### config.mk
export PLATFORM = sky130hd
export DESIGN_NAME = brc_regs
export DESIGN_NICKNAME = d
export VERILOG_FILES = /design/src/pkg/brc_pkg.sv /design/src/hw/brc_pin_drive.sv /design/src/hw/brc_pulse.sv /design/src/hw/brc_regs.sv
export SDC_FILE = /design/constraint.sdc
export NUM_CORES = 1
export LEC_CHECK = 0
export ABC_AREA = 1
export BUFFER_PORTS_ARGS = -buffer_cell sky130_fd_sc_hd__buf_2
export CAP_MARGIN = 20
export CORE_UTILIZATION = 55
export CTS_CLUSTER_DIAMETER = 50
export DETAILED_ROUTE_END_ITERATION = 10
export PLACE_DENSITY = 0.83
export SYNTH_ARGS = -nofsm -noshare
export SYNTH_HDL_FRONTEND = slang
export SYNTH_SLANG_ARGS = --single-unit
### constraint.sdc
create_clock -name clk_sys_in -period 2.29 [get_ports clk_sys_in]
set_clock_uncertainty 0.1 [all_clocks]
set_input_delay 0.3435 -clock clk_sys_in [delete_from_list [all_inputs] [get_ports clk_sys_in]]
set_output_delay 0.3435 -clock clk_sys_in [all_outputs]
set_load 0.01 [all_outputs]
### src/pkg/brc_pkg.sv
// Constants for the board reset and slave configuration register bank
package brc_pkg;

  // Register indices on host address lines A29..A31; byte offset = index * 4
  localparam logic [2:0] BRC_IDX_RST_CTRL  = 3'h1;
  localparam logic [2:0] BRC_IDX_CFG_CTRL  = 3'h2;
  localparam logic [2:0] BRC_IDX_CLK_BOOT  = 3'h3;
  localparam logic [7:0] BRC_OFS_RST_CTRL  = 8'h04;
  localparam logic [7:0] BRC_OFS_CFG_CTRL  = 8'h08;
  localparam logic [7:0] BRC_OFS_CLK_BOOT  = 8'h0c;

  // slave_reset_control fields
  localparam int BRC_RC_SLAVE_RECONFIG_REQUEST   = 0;
  localparam int BRC_RC_OFFBOARD_SLAVE1_HARD_RESET    = 1;
  localparam int BRC_RC_OFFBOARD_SLAVE2_HARD_RESET    = 2;
  localparam int BRC_RC_SPARE    = 3;
  localparam int BRC_RC_OFFBOARD_SLAVE3_HARD_RESET    = 4;
  localparam int BRC_RC_PHY_RST  = 5;
  localparam int BRC_RC_HOST_SER = 6;
  localparam int BRC_RC_SLV_UART = 7;

  // slave_config_control fields
  localparam int BRC_CC_RSTCFG   = 0;
  localparam int BRC_CC_SOURCE   = 1;
  localparam int BRC_CC_WDOG     = 2;
  localparam int BRC_CC_WIDTH    = 3;
  localparam int BRC_CC_SYNC     = 4;
  localparam int BRC_CC_HARD     = 5;
  localparam int BRC_CC_SOFT     = 6;
  localparam int BRC_CC_FRAMER   = 7;

  // slave_clock_boot_config fields
  localparam int BRC_CB_CLK_LSB  = 0;
  localparam int BRC_CB_DEBUG    = 2;
  localparam int BRC_CB_BOOT_LSB = 5;

  // Reset values
  localparam logic [7:0] BRC_RST_CTRL_DEFAULT = 8'h7f;
  localparam logic [7:0] BRC_CFG_CTRL_BASE    = 8'he0;
  localparam logic [7:0] BRC_CLK_BOOT_SPARE   = 8'h18;
  localparam logic [2:0] BRC_BOOT_SWITCH_ON   = 3'h4;
  localparam logic [2:0] BRC_BOOT_SWITCH_OFF  = 3'h0;
  localparam logic [7:0] BRC_UNMAPPED_READ    = 8'hff;

  // Timing
  localparam int BRC_CLK_PERIOD_NS  = 40;
  localparam int BRC_REQ_TIME_NS    = 1000;
  localparam int BRC_HOLD_TIME_NS   = 400;
  localparam int BRC_DEBUG_PULSE_NS = 200;

  function automatic int brc_ns_to_cycles(input int ns);
    int c;
    c = (ns + BRC_CLK_PERIOD_NS - 1) / BRC_CLK_PERIOD_NS;
    return (c < 1) ? 1 : c;
  endfunction : brc_ns_to_cycles

  localparam int BRC_REQ_CYCLES   = brc_ns_to_cycles(BRC_REQ_TIME_NS);
  localparam int BRC_HOLD_CYCLES  = brc_ns_to_cycles(BRC_HOLD_TIME_NS);
  localparam int BRC_DEBUG_CYCLES = brc_ns_to_cycles(BRC_DEBUG_PULSE_NS);

  typedef enum logic [1:0] {
    BRC_CFG_IDLE,
    BRC_CFG_REQ,
    BRC_CFG_HOLD
  } brc_cfg_state_t;

endpackage : brc_pkg

### src/hw/brc_pin_drive.sv
// Registered three-state drivers for pins that float outside a drive window
`timescale 1ns/1ns
module brc_pin_drive
  import brc_pkg::*;
#(
  parameter int WIDTH = 8
) (
  input  wire logic             clk_sys_in,
  input  wire logic             sys_rst_in,
  input  wire logic             ce_in,
  input  wire logic             drive_in,
  input  wire logic [WIDTH-1:0] value_in,
  output logic      [WIDTH-1:0] pin_out,
  output logic      [WIDTH-1:0] pin_oe_n_out
);

  if (WIDTH < 1) begin : g_bad_width
    $error("brc_pin_drive: WIDTH must be at least 1");
  end

  // Released after reset; the owner opens the window explicitly
  always_ff @(posedge clk_sys_in) begin
    if (sys_rst_in) begin
      pin_out      <= '0;
      pin_oe_n_out <= '1;
    end else if (ce_in) begin
      pin_out      <= value_in;
      pin_oe_n_out <= {WIDTH{~drive_in}};
    end
  end

endmodule : brc_pin_drive

### src/hw/brc_pulse.sv
// Fixed-length positive pulse on a shared pin, released between pulses
`timescale 1ns/1ns
module brc_pulse
  import brc_pkg::*;
#(
  parameter int PULSE_CYCLES = BRC_DEBUG_CYCLES
) (
  input  wire logic clk_sys_in,
  input  wire logic sys_rst_in,
  input  wire logic ce_in,
  input  wire logic fire_in,
  output logic      pin_out,
  output logic      pin_oe_n_out
);

  if (PULSE_CYCLES < 1 || PULSE_CYCLES > 255) begin : g_bad_len
    $error("brc_pulse: PULSE_CYCLES must be 1..255");
  end

  logic [7:0] count_reg;

  // A new request restarts the pulse rather than stacking
  always_ff @(posedge clk_sys_in) begin
    if (sys_rst_in) begin
      count_reg <= 8'h00;
    end else if (ce_in) begin
      if (fire_in) begin
        count_reg <= 8'(PULSE_CYCLES);
      end else if (count_reg != 8'h00) begin
        count_reg <= count_reg - 8'h01;
      end
    end
  end

  always_ff @(posedge clk_sys_in) begin
    if (sys_rst_in) begin
      pin_out      <= 1'b0;
      pin_oe_n_out <= 1'b1;
    end else if (ce_in) begin
      pin_out      <= fire_in || (count_reg > 8'h01);
      pin_oe_n_out <= ~(fire_in || (count_reg > 8'h01));
    end
  end

endmodule : brc_pulse

### src/hw/brc_regs.sv
// Board reset, transceiver and slave configuration registers on the host bus
`timescale 1ns/1ns
module brc_regs
  import brc_pkg::*;
#(
  parameter int REQ_CYCLES   = BRC_REQ_CYCLES,
  parameter int HOLD_CYCLES  = BRC_HOLD_CYCLES,
  parameter int DEBUG_CYCLES = BRC_DEBUG_CYCLES
) (
  input  wire logic       clk_sys_in,
  input  wire logic       sys_rst_in,
  input  wire logic       ce_in,
  // Host byte bus
  input  wire logic       cs_n_in,
  input  wire logic       rd_wr_in,
  input  wire logic [2:0] addr_in,
  input  wire logic [7:0] data_in,
  output logic      [7:0] data_out,
  output logic            data_oe_n_out,
  output logic            ta_n_out,
  // Host hard reset and board switches
  input  wire logic       hard_reset_line_n_in,
  input  wire logic       cfg_switch_on_in,
  input  wire logic [1:0] clock_mode_switch_in,
  input  wire logic       host_if_width_switch_in,
  // Open-drain reset lines to the slaves
  input  wire logic [2:0] offboard_slave_hard_reset_in,
  output logic      [2:0] offboard_slave_hard_reset_out,
  output logic      [2:0] offboard_slave_hard_reset_oe_n_out,
  input  wire logic       onboard_slave_hard_reset_in,
  output logic            onboard_slave_hard_reset_out,
  output logic            onboard_slave_hard_reset_oe_n_out,
  input  wire logic       onboard_slave_soft_reset_in,
  output logic            onboard_slave_soft_reset_out,
  output logic            onboard_slave_soft_reset_oe_n_out,
  // Peripheral controls
  output logic            host_phy_reset_n_out,
  output logic            host_serial_xcvr_enable_n_out,
  output logic            slave_uart_xcvr_enable_n_out,
  output logic            framer_route_select_out,
  // Slave configuration inputs
  output logic            slave_config_request_line_n_out,
  output logic            slave_reset_config_mode_out,
  output logic            slave_config_source_out,
  output logic            slave_config_source_oe_n_out,
  output logic            slave_watchdog_enable_out,
  output logic            slave_watchdog_enable_oe_n_out,
  output logic            host_if_sync_mode_out,
  output logic            host_if_sync_mode_oe_n_out,
  output logic      [1:0] slave_clock_mode_out,
  output logic      [1:0] slave_clock_mode_oe_n_out,
  output logic      [2:0] slave_boot_mode_out,
  output logic      [2:0] slave_boot_mode_oe_n_out,
  // Debug request pin
  input  wire logic       slave_debug_input_in,
  output logic            slave_debug_input_out,
  output logic            slave_debug_input_oe_n_out
);

  if (REQ_CYCLES < 1 || REQ_CYCLES > 65535) begin : g_bad_req
    $error("brc_regs: REQ_CYCLES must be 1..65535");
  end
  if (HOLD_CYCLES < 1 || HOLD_CYCLES > 65535) begin : g_bad_hold
    $error("brc_regs: HOLD_CYCLES must be 1..65535");
  end

  logic [7:0]     rst_ctrl_reg;
  logic [7:0]     cfg_ctrl_reg;
  logic [7:0]     clk_boot_reg;
  logic           width_latch_reg;
  logic           post_rst_reg;
  logic           busy_reg;
  brc_cfg_state_t cfg_state_reg;
  brc_cfg_state_t cfg_state_next;
  logic [15:0]    cfg_count_reg;
  logic [15:0]    cfg_count_next;

  logic           access;
  logic           wr_access;
  logic           reload;
  logic           slave_reconfig_request_req;
  logic           debug_req;
  logic [7:0]     read_value;
  logic [7:0]     cfg_default;
  logic [7:0]     clk_boot_default;
  logic [7:0]     pin_value;
  logic [7:0]     pin_out;
  logic [7:0]     pin_oe_n;

  // Merge a byte write, leaving fixed bits untouched
  function automatic logic [7:0] brc_merge(input logic [7:0] old_v,
                                           input logic [7:0] new_v,
                                           input logic [7:0] wmask);
    return (old_v & ~wmask) | (new_v & wmask);
  endfunction : brc_merge

  // Decode is on the low three address lines only, so every register repeats
  // throughout the chip-select region
  function automatic logic brc_hit(input logic [2:0] a, input logic [2:0] idx);
    return a == idx;
  endfunction : brc_hit

  // One access per chip-select assertion; the host must release cs between
  assign access    = ce_in && !cs_n_in && !busy_reg;
  assign wr_access = access && !rd_wr_in;
  // Host hard reset reloads defaults just like main power-on
  assign reload    = !hard_reset_line_n_in;

  assign slave_reconfig_request_req = wr_access && brc_hit(addr_in, BRC_IDX_RST_CTRL)
                      && !data_in[BRC_RC_SLAVE_RECONFIG_REQUEST];
  assign debug_req  = wr_access && brc_hit(addr_in, BRC_IDX_CLK_BOOT)
                      && !data_in[BRC_CB_DEBUG];

  // Switch-dependent defaults: source and watchdog are 0 with switch on
  always_comb begin
    cfg_default = BRC_CFG_CTRL_BASE;
    cfg_default[BRC_CC_SOURCE] = !cfg_switch_on_in;
    cfg_default[BRC_CC_WDOG]   = !cfg_switch_on_in;
    cfg_default[BRC_CC_WIDTH]  = 1'b0;
  end

  always_comb begin
    clk_boot_default = BRC_CLK_BOOT_SPARE;
    clk_boot_default[BRC_CB_CLK_LSB +: 2] = clock_mode_switch_in;
    clk_boot_default[BRC_CB_DEBUG] = 1'b1;
    clk_boot_default[BRC_CB_BOOT_LSB +: 3] = cfg_switch_on_in ? BRC_BOOT_SWITCH_ON
                                                              : BRC_BOOT_SWITCH_OFF;
  end

  // Width switch is caught only at main power-on, not on host hard reset
  always_ff @(posedge clk_sys_in) begin
    if (sys_rst_in) begin
      width_latch_reg <= host_if_width_switch_in;
    end
  end

  // Slave reset control; bit 0 and bit 3 hold no state and stay at one
  always_ff @(posedge clk_sys_in) begin
    if (sys_rst_in) begin
      rst_ctrl_reg <= BRC_RST_CTRL_DEFAULT;
    end else if (ce_in) begin
      if (reload) begin
        rst_ctrl_reg <= BRC_RST_CTRL_DEFAULT;
      end else if (wr_access && brc_hit(addr_in, BRC_IDX_RST_CTRL)) begin
        rst_ctrl_reg <= brc_merge(rst_ctrl_reg, data_in, 8'hf6);
      end
    end
  end

  // Slave configuration control; width bit is read-only
  always_ff @(posedge clk_sys_in) begin
    if (sys_rst_in) begin
      cfg_ctrl_reg <= BRC_CFG_CTRL_BASE;
      cfg_ctrl_reg[BRC_CC_SOURCE] <= 1'b1;
      cfg_ctrl_reg[BRC_CC_WDOG]   <= 1'b1;
    end else if (ce_in) begin
      if (reload || post_rst_reg) begin
        cfg_ctrl_reg <= cfg_default;
      end else if (wr_access && brc_hit(addr_in, BRC_IDX_CFG_CTRL)) begin
        cfg_ctrl_reg <= brc_merge(cfg_ctrl_reg, data_in, 8'hf7);
      end
    end
  end

  // Straps are not valid during sys reset, so the first edge after release
  // loads the switch-based defaults
  always_ff @(posedge clk_sys_in) begin
    if (sys_rst_in) begin
      post_rst_reg <= 1'b1;
    end else if (ce_in) begin
      post_rst_reg <= 1'b0;
    end
  end

  // Clock/boot configuration; debug bit and bits 3-4 hold no state
  always_ff @(posedge clk_sys_in) begin
    if (sys_rst_in) begin
      clk_boot_reg <= BRC_CLK_BOOT_SPARE;
    end else if (ce_in) begin
      if (reload || post_rst_reg) begin
        clk_boot_reg <= clk_boot_default;
      end else if (wr_access && brc_hit(addr_in, BRC_IDX_CLK_BOOT)) begin
        clk_boot_reg <= brc_merge(clk_boot_reg, data_in, 8'he3);
      end
    end
  end

  // Configuration sequence: request line low, then pins held, then released
  always_comb begin
    cfg_state_next = cfg_state_reg;
    cfg_count_next = cfg_count_reg;
    case (cfg_state_reg)
      BRC_CFG_IDLE: begin
        cfg_count_next = 16'h0000;
      end
      BRC_CFG_REQ: begin
        if (cfg_count_reg == 16'h0001) begin
          cfg_state_next = BRC_CFG_HOLD;
          cfg_count_next = 16'(HOLD_CYCLES);
        end else begin
          cfg_count_next = cfg_count_reg - 16'h0001;
        end
      end
      BRC_CFG_HOLD: begin
        if (cfg_count_reg == 16'h0001) begin
          cfg_state_next = BRC_CFG_IDLE;
          cfg_count_next = 16'h0000;
        end else begin
          cfg_count_next = cfg_count_reg - 16'h0001;
        end
      end
      default: begin
        cfg_state_next = BRC_CFG_IDLE;
        cfg_count_next = 16'h0000;
      end
    endcase
    // A new request restarts the sequence from the request phase
    if (slave_reconfig_request_req || post_rst_reg) begin
      cfg_state_next = BRC_CFG_REQ;
      cfg_count_next = 16'(REQ_CYCLES);
    end
  end

  always_ff @(posedge clk_sys_in) begin
    if (sys_rst_in) begin
      cfg_state_reg <= BRC_CFG_IDLE;
      cfg_count_reg <= 16'h0000;
    end else if (ce_in) begin
      cfg_state_reg <= cfg_state_next;
      cfg_count_reg <= cfg_count_next;
    end
  end

  always_ff @(posedge clk_sys_in) begin
    if (sys_rst_in) begin
      slave_config_request_line_n_out <= 1'b1;
    end else if (ce_in) begin
      slave_config_request_line_n_out <= cfg_state_next != BRC_CFG_REQ;
    end
  end

  // Config pins: source, watchdog, sync, clock mode and boot mode
  always_comb begin
    pin_value[0]   = cfg_ctrl_reg[BRC_CC_SOURCE];
    pin_value[1]   = cfg_ctrl_reg[BRC_CC_WDOG];
    pin_value[2]   = cfg_ctrl_reg[BRC_CC_SYNC];
    pin_value[4:3] = clk_boot_reg[BRC_CB_CLK_LSB +: 2];
    pin_value[7:5] = clk_boot_reg[BRC_CB_BOOT_LSB +: 3];
  end

  brc_pin_drive #(
    .WIDTH (8)
  ) u_cfg_pins (
    .clk_sys_in   (clk_sys_in),
    .sys_rst_in   (sys_rst_in),
    .ce_in        (ce_in),
    .drive_in     (cfg_state_next != BRC_CFG_IDLE),
    .value_in     (pin_value),
    .pin_out      (pin_out),
    .pin_oe_n_out (pin_oe_n)
  );

  assign slave_config_source_out        = pin_out[0];
  assign slave_config_source_oe_n_out   = pin_oe_n[0];
  assign slave_watchdog_enable_out      = pin_out[1];
  assign slave_watchdog_enable_oe_n_out = pin_oe_n[1];
  assign host_if_sync_mode_out          = pin_out[2];
  assign host_if_sync_mode_oe_n_out     = pin_oe_n[2];
  assign slave_clock_mode_out           = pin_out[4:3];
  assign slave_clock_mode_oe_n_out      = pin_oe_n[4:3];
  assign slave_boot_mode_out            = pin_out[7:5];
  assign slave_boot_mode_oe_n_out       = pin_oe_n[7:5];

  brc_pulse #(
    .PULSE_CYCLES (DEBUG_CYCLES)
  ) u_debug (
    .clk_sys_in   (clk_sys_in),
    .sys_rst_in   (sys_rst_in),
    .ce_in        (ce_in),
    .fire_in      (debug_req),
    .pin_out      (slave_debug_input_out),
    .pin_oe_n_out (slave_debug_input_oe_n_out)
  );

  // Reset lines are pulled low only while their bit is zero
  always_ff @(posedge clk_sys_in) begin
    if (sys_rst_in) begin
      offboard_slave_hard_reset_out      <= 3'h0;
      offboard_slave_hard_reset_oe_n_out <= 3'h7;
      onboard_slave_hard_reset_out       <= 1'b0;
      onboard_slave_hard_reset_oe_n_out  <= 1'b1;
      onboard_slave_soft_reset_out       <= 1'b0;
      onboard_slave_soft_reset_oe_n_out  <= 1'b1;
    end else if (ce_in) begin
      offboard_slave_hard_reset_oe_n_out <= {rst_ctrl_reg[BRC_RC_OFFBOARD_SLAVE3_HARD_RESET],
                                             rst_ctrl_reg[BRC_RC_OFFBOARD_SLAVE2_HARD_RESET],
                                             rst_ctrl_reg[BRC_RC_OFFBOARD_SLAVE1_HARD_RESET]};
      onboard_slave_hard_reset_oe_n_out  <= cfg_ctrl_reg[BRC_CC_HARD];
      onboard_slave_soft_reset_oe_n_out  <= cfg_ctrl_reg[BRC_CC_SOFT];
    end
  end

  // Peripheral control lines
  always_ff @(posedge clk_sys_in) begin
    if (sys_rst_in) begin
      host_phy_reset_n_out          <= 1'b0;
      host_serial_xcvr_enable_n_out <= 1'b1;
      slave_uart_xcvr_enable_n_out  <= 1'b0;
      framer_route_select_out       <= 1'b1;
      slave_reset_config_mode_out   <= 1'b0;
    end else if (ce_in) begin
      host_phy_reset_n_out          <= rst_ctrl_reg[BRC_RC_PHY_RST]
                                       && hard_reset_line_n_in;
      host_serial_xcvr_enable_n_out <= rst_ctrl_reg[BRC_RC_HOST_SER];
      slave_uart_xcvr_enable_n_out  <= rst_ctrl_reg[BRC_RC_SLV_UART];
      framer_route_select_out       <= cfg_ctrl_reg[BRC_CC_FRAMER];
      // Reset-config input stays driven; it has no float phase
      slave_reset_config_mode_out   <= cfg_ctrl_reg[BRC_CC_RSTCFG];
    end
  end

  // Read mux: slave reset bits show the sampled lines, not the stored bits
  always_comb begin
    read_value = BRC_UNMAPPED_READ;
    case (addr_in)
      BRC_IDX_RST_CTRL: begin
        read_value = rst_ctrl_reg;
        read_value[BRC_RC_OFFBOARD_SLAVE1_HARD_RESET] = offboard_slave_hard_reset_in[0];
        read_value[BRC_RC_OFFBOARD_SLAVE2_HARD_RESET] = offboard_slave_hard_reset_in[1];
        read_value[BRC_RC_OFFBOARD_SLAVE3_HARD_RESET] = offboard_slave_hard_reset_in[2];
      end
      BRC_IDX_CFG_CTRL: begin
        read_value = cfg_ctrl_reg;
        read_value[BRC_CC_WIDTH] = width_latch_reg;
        read_value[BRC_CC_HARD]  = onboard_slave_hard_reset_in;
        read_value[BRC_CC_SOFT]  = onboard_slave_soft_reset_in;
      end
      BRC_IDX_CLK_BOOT: begin
        read_value = clk_boot_reg;
        read_value[BRC_CB_DEBUG] = slave_debug_input_in;
      end
      default: begin
        read_value = BRC_UNMAPPED_READ;
      end
    endcase
  end

  // Bus answer: one acknowledge the cycle after the access is taken
  always_ff @(posedge clk_sys_in) begin
    if (sys_rst_in) begin
      busy_reg      <= 1'b0;
      ta_n_out      <= 1'b1;
      data_out      <= 8'h00;
      data_oe_n_out <= 1'b1;
    end else if (ce_in) begin
      ta_n_out      <= !access;
      data_oe_n_out <= !(access && rd_wr_in);
      if (access && rd_wr_in) begin
        data_out <= read_value;
      end
      if (access) begin
        busy_reg <= 1'b1;
      end else if (cs_n_in) begin
        busy_reg <= 1'b0;
      end
    end
  end

endmodule : brc_regs

Yosys cells after proc, flatten, opt, wreduce, memory -nomap -nowiden --
Index checks and enable logic that the tools add are counted.
Storage, ports and cells: flip-flop bits (word level) 85, bits of input ports 27, output and inout bits 44, word-level logic and storage cells 96
Operators by class: add/sub/neg operators 2, magnitude comparators 1, eq/ne operators 8, muxes and demuxes 20, bitwise logic cells 5, reductions and logical operators 35
Operators by type and width (count):
- $mux 8 | 8
- $mux 16 | 3
- $pmux 16 s2 | 1
- $pmux 8 s3 | 1
- $eq 16x1->1 const B | 1
- $or 4x8->8 | 2
- $sub 16x1->16 const B | 1
- $reduce_and 2->1 | 6
- $logic_and 1x1->1 | 10
- $reduce_bool 2->1 | 5
- $logic_not 1->1 | 9
- $gt 8x1->1 const B | 1
- $or 5x8->8 | 1
- $reduce_bool 8->1 | 1
- $sub 8x1->8 const B | 1
- $eq 3x2->1 const B | 2
- $mux 2 | 3
- $pmux 2 s3 | 1
- $ne 2x1->1 const B | 2
- $eq 3x1->1 const B | 1
- $logic_or 1x1->1 | 3
- $mux 3 | 1
- $eq 2x1->1 const B | 1
- $eq 2x2->1 const B | 1
- other kinds (3) | 5

Depth between registers and ports, before layout --
word-level depth 10, depth in mapped cells 14, mapped depth without buffers 14

Cells and area by module --
Synthesis repeated with hierarchy kept, for this count alone.
Second synthesis, totals: cells, all modules 535, area total of the unflattened synthesis 3918.8 um^2
Modules (own cells, without submodules):
- brc_regs | times used 1, cells each 385, area each 2899.0 um^2, seq. area each 1251.2 um^2
- brc_pulse | times used 1, cells each 86, area each 581.8 um^2, seq. area each 200.2 um^2
- brc_pin_drive | times used 1, cells each 64, area each 437.9 um^2, seq. area each 180.2 um^2

Worst setup path after synthesis --
No wires, ideal clock.
path type reg2reg, start point reg cfg_state_reg[1], end point reg cfg_count_reg[13], library setup time 0.116 ns, arrival time 1.380 ns, data required time 2.074 ns, slack 0.694 ns, cell stages (with the launch flop) 9, buffers on the path 1, clock period less this slack 1.596 ns, cells stage by stage dfxtp_1 -> inv_1 -> ha_1 -> or2_2 -> nand2_1 -> o21ai_1 -> nand2_1 -> buf_4 -> nor2_1
Between the ends: cells in the longest elaborated chain, start to end 3, elaborated cells between the ends (all ways) 4, classes of those cells eq/ne: 2; mux: 2
Ends and longest elaborated chain:
- start: declaration | RTL line brc_regs.sv:73 | brc_cfg_state_t cfg_state_reg;
- start signal: assignment | RTL line brc_regs.sv:229 | cfg_state_reg <= cfg_state_next;
- $eq 2x2->1 or $eq 2x1->1 (tied branches) | RTL line brc_regs.sv:192 | case (cfg_state_reg)
- $pmux 16 s2 (*) | RTL line brc_regs.sv:192
- $mux 16 (*) | RTL line brc_regs.sv:218 | if (slave_reconfig_request_req || post_rst_reg) begin
- end signal: assignment | RTL line brc_regs.sv:230 | cfg_count_reg <= cfg_count_next;
- end: declaration | RTL line brc_regs.sv:75 | logic [15:0] cfg_count_reg;
Every way passes the cells marked *; elsewhere a longest branch is shown, timed or not. A chain may end at the register's enable or synchronous reset.

Worst setup path in the final report --
start point reg cfg_state_reg[1], end point reg cfg_count_reg[7]
The elaborated chain is that of the path after synthesis.

==> run metrics <==
CTS H-tree depth=3; antenna violations before repair=0; synth cell count leaders=nand2_1, dfxtp_1, nor2_1, inv_1, o21ai_0; die area=7057 sq um; Cell Pwr Density=901.1 nW/um^2; layout filler cell count=532; area leader, netlist=dfxtp_1; capturing element type of the critical path=flop; Num CTS Buffers=9; CP dominant cell by count=nand2_1; drt total wl=8.938 mm; Compound-Gate Fraction of Synth Area=13.02%; vias in the first global route=3257; DRC viols=8; RSZ-0062 raised after global routing=no; post-synthesis sequential area ratio=44.11%; Worst Path Required=2410 ps; largest net degree at the start of global routing=33; GRT Util Overall=25.73%; hold buffer count at cts=0; fraction of layout instances using a drive strength above 1=17.10%; ys flop type=dfxtp_1; flop-to-flop setup slack=450 ps; Distinct cells, synth=37; Setup Buffers After CTS=0; initial drt markers=181; WL per Instance=13.75 microns; Synth Warn #=0; Final ANT Viol Nets=0; CP top delay family=simple AND/OR/NAND/NOR gates; synthesized area=3699 sq um; Avg Inst Size Synth=7.324 sq um; clk sinks=81; crit-path cells=inv_1, ha_1, or2_2, nand2_1, o21ai_1, nand2_1, nor2_1; share of the synthesized area in the top cell type=43.30%; register bit total from synthesis=81; Reg clk slew, reported paths=90 ps; critical path class=reg -> reg; failing checks=design-rule violations; leading post-synthesis cells by cell area=dfxtp_1, nand2_1, nor2_1; site row count=29; Antenna Cells=0; die extent in y=84.01 microns; # setup viols final=0; number of port buffers=64; hpwl dp=6.382 mm; pins over their slew limit=0; most common cell in the netlist=nand2_1; max reg flops=16; clock buffer depth=2; synthesis-to-finish area growth=15.60%; Placed Cells=634; CORE AREA=6422 sq um; clk_lat worst skew=350 ps; clock root buffer=clkbuf_8; peak supply drop=0.0007810 V; post-synthesis mux area share=0%; fmax=542.3 MHz; asr flop ratio synth=0%; adder-cell share of the synthesized area=2.706%; multi-input logic area=1780 sq um; Crit Path Max Fanout=12; GRT Residual Overflow=0; sequential standard cell area=1632 sq um; RePlAce Congestion=0.9049; TritonCTS clock tree=built; Starting Density=57.59%; outcome=finished, violations left; Via Count=3544; hold crit path type=in -> reg; fin crit share=80.52%; Critical-path top delay cell=dfxtp_1; arrival time worst endpoint=1970 ps; largest family of logic cells by synthesized area=simple AND/OR/NAND/NOR gates; drt first pass iters=8; EDFF count, synth=1; minimum clock period=1844 ps; fin nets=603; Syn Inst Count=505; Via density=5.452; Max stage delay on crit path=390 ps; IO Pins=71; max_cap viols=0; Die X=84.01 microns; post-cts sizing count=0; CP Launch Type=flop; Final Hold Fails=0; Synth Area in XOR/XNOR=4.499%; non-filler cells, final=650; final setup TNS=0 ps; LEAKAGE=2.021 nW; worst path bufs/invs=1; Post-Synth Simple-Gate Area=27.40%; first-pass GRT wire length=14.52 mm
[cell families (layout without fill, tap and decap cells)]
logic type               Yosys count  count (layout)
buffers and inverters             67             131
adder cells (fa/ha/maj)            8               8
AO/OA/AOI/OAI                     84              84
XOR/XNOR                          19              19
AND/OR/NAND/NOR                  245             245
flip-flops                        81              81
other                              1               5
[area by class of cell]
class	count	area share, %
sequential	81	38.16
tap	77	2.253
clock inverter	7	2.283
timing repair buffer	73	9.072
inverter	42	3.687
multi-input combinational	361	41.64
clock buffer	9	2.897
[where the power goes]
group	internal, mW	switching [mW]
sequential	1.55	0.111
combinational	0.412	0.613
clock	0.625	0.545
total	2.58	1.27
[worst register-to-register path, cell delays in order (launching register included)]
cell and delay [ps]:
dfxtp_1 390, inv_1 100, ha_1 200, or2_2 320, nand2_1 130, o21ai_1 90, nand2_1 320, nor2_1 90
[path summary, 6_finish.rpt]
kind / end / cells after the start / start
max: cfg_count_reg[7] / 7 / cfg_state_reg[1]
max reg2reg: cfg_count_reg[7] / 7 / cfg_state_reg[1]
min: width_latch_reg / 1 / host_if_width_switch_in
min reg2reg: rst_ctrl_reg[3] / 2 / rst_ctrl_reg[3]
[cell usage in the layout (no fill, tap or decap), types with 2 or more instances in the layout]
master       n
nand2_1    122
dfxtp_1     80
nor2_1      79
buf_2       64
inv_1       38
o21ai_0     35
nand3_1     31
a21oi_1     25
xnor2_1     10
xor2_1       9
clkbuf_8     9
buf_4        9
ha_1         8
a41oi_1      5
conb_1       5
a31oi_1      4
nand4_1      4
inv_2        3
o21ai_1      3
o211ai_1     3
o22ai_1      3
inv_6        3
a211oi_1     2
nor3_1       2
bufinv_16    2
[routing by layer]
| metal | vias to the layer above | share of wire, % | global-route usage, % | wire length [microns] |
|---|---|---|---|---|
| li1 | 1745 | - | - | - |
| met1 | 1649 | 44 | 32.00 | 3923 |
| met2 | 134 | 49 | 43.74 | 4395 |
| met3 | 16 | 5.5 | 4.748 | 490 |
| met4 | 0 | 1.4 | 10.66 | 129 |
| met5 | - | 0 | 0 | 0 |
[stage by stage]
stage / power (mW) / hold slack [ps] / util (%) / instance area (sq um) / setup slack (ps)
after floorplan: 2.450 / 299.9 / - / 3714 / 693.9
after global placement: 2.634 / 311.9 / 63.12 / 4054 / 437.4
after detailed placement: 2.676 / 320.5 / 63.12 / 4054 / 407.0
after CTS: 3.857 / 53.20 / 66.57 / 4275 / 420.4
after global routing: 4.066 / 52.14 / 66.57 / 4275 / 258.5
final: 3.853 / 61.97 / 66.57 / 4275 / 446.2
Note: power is estimated with default switching activity, not from simulation.
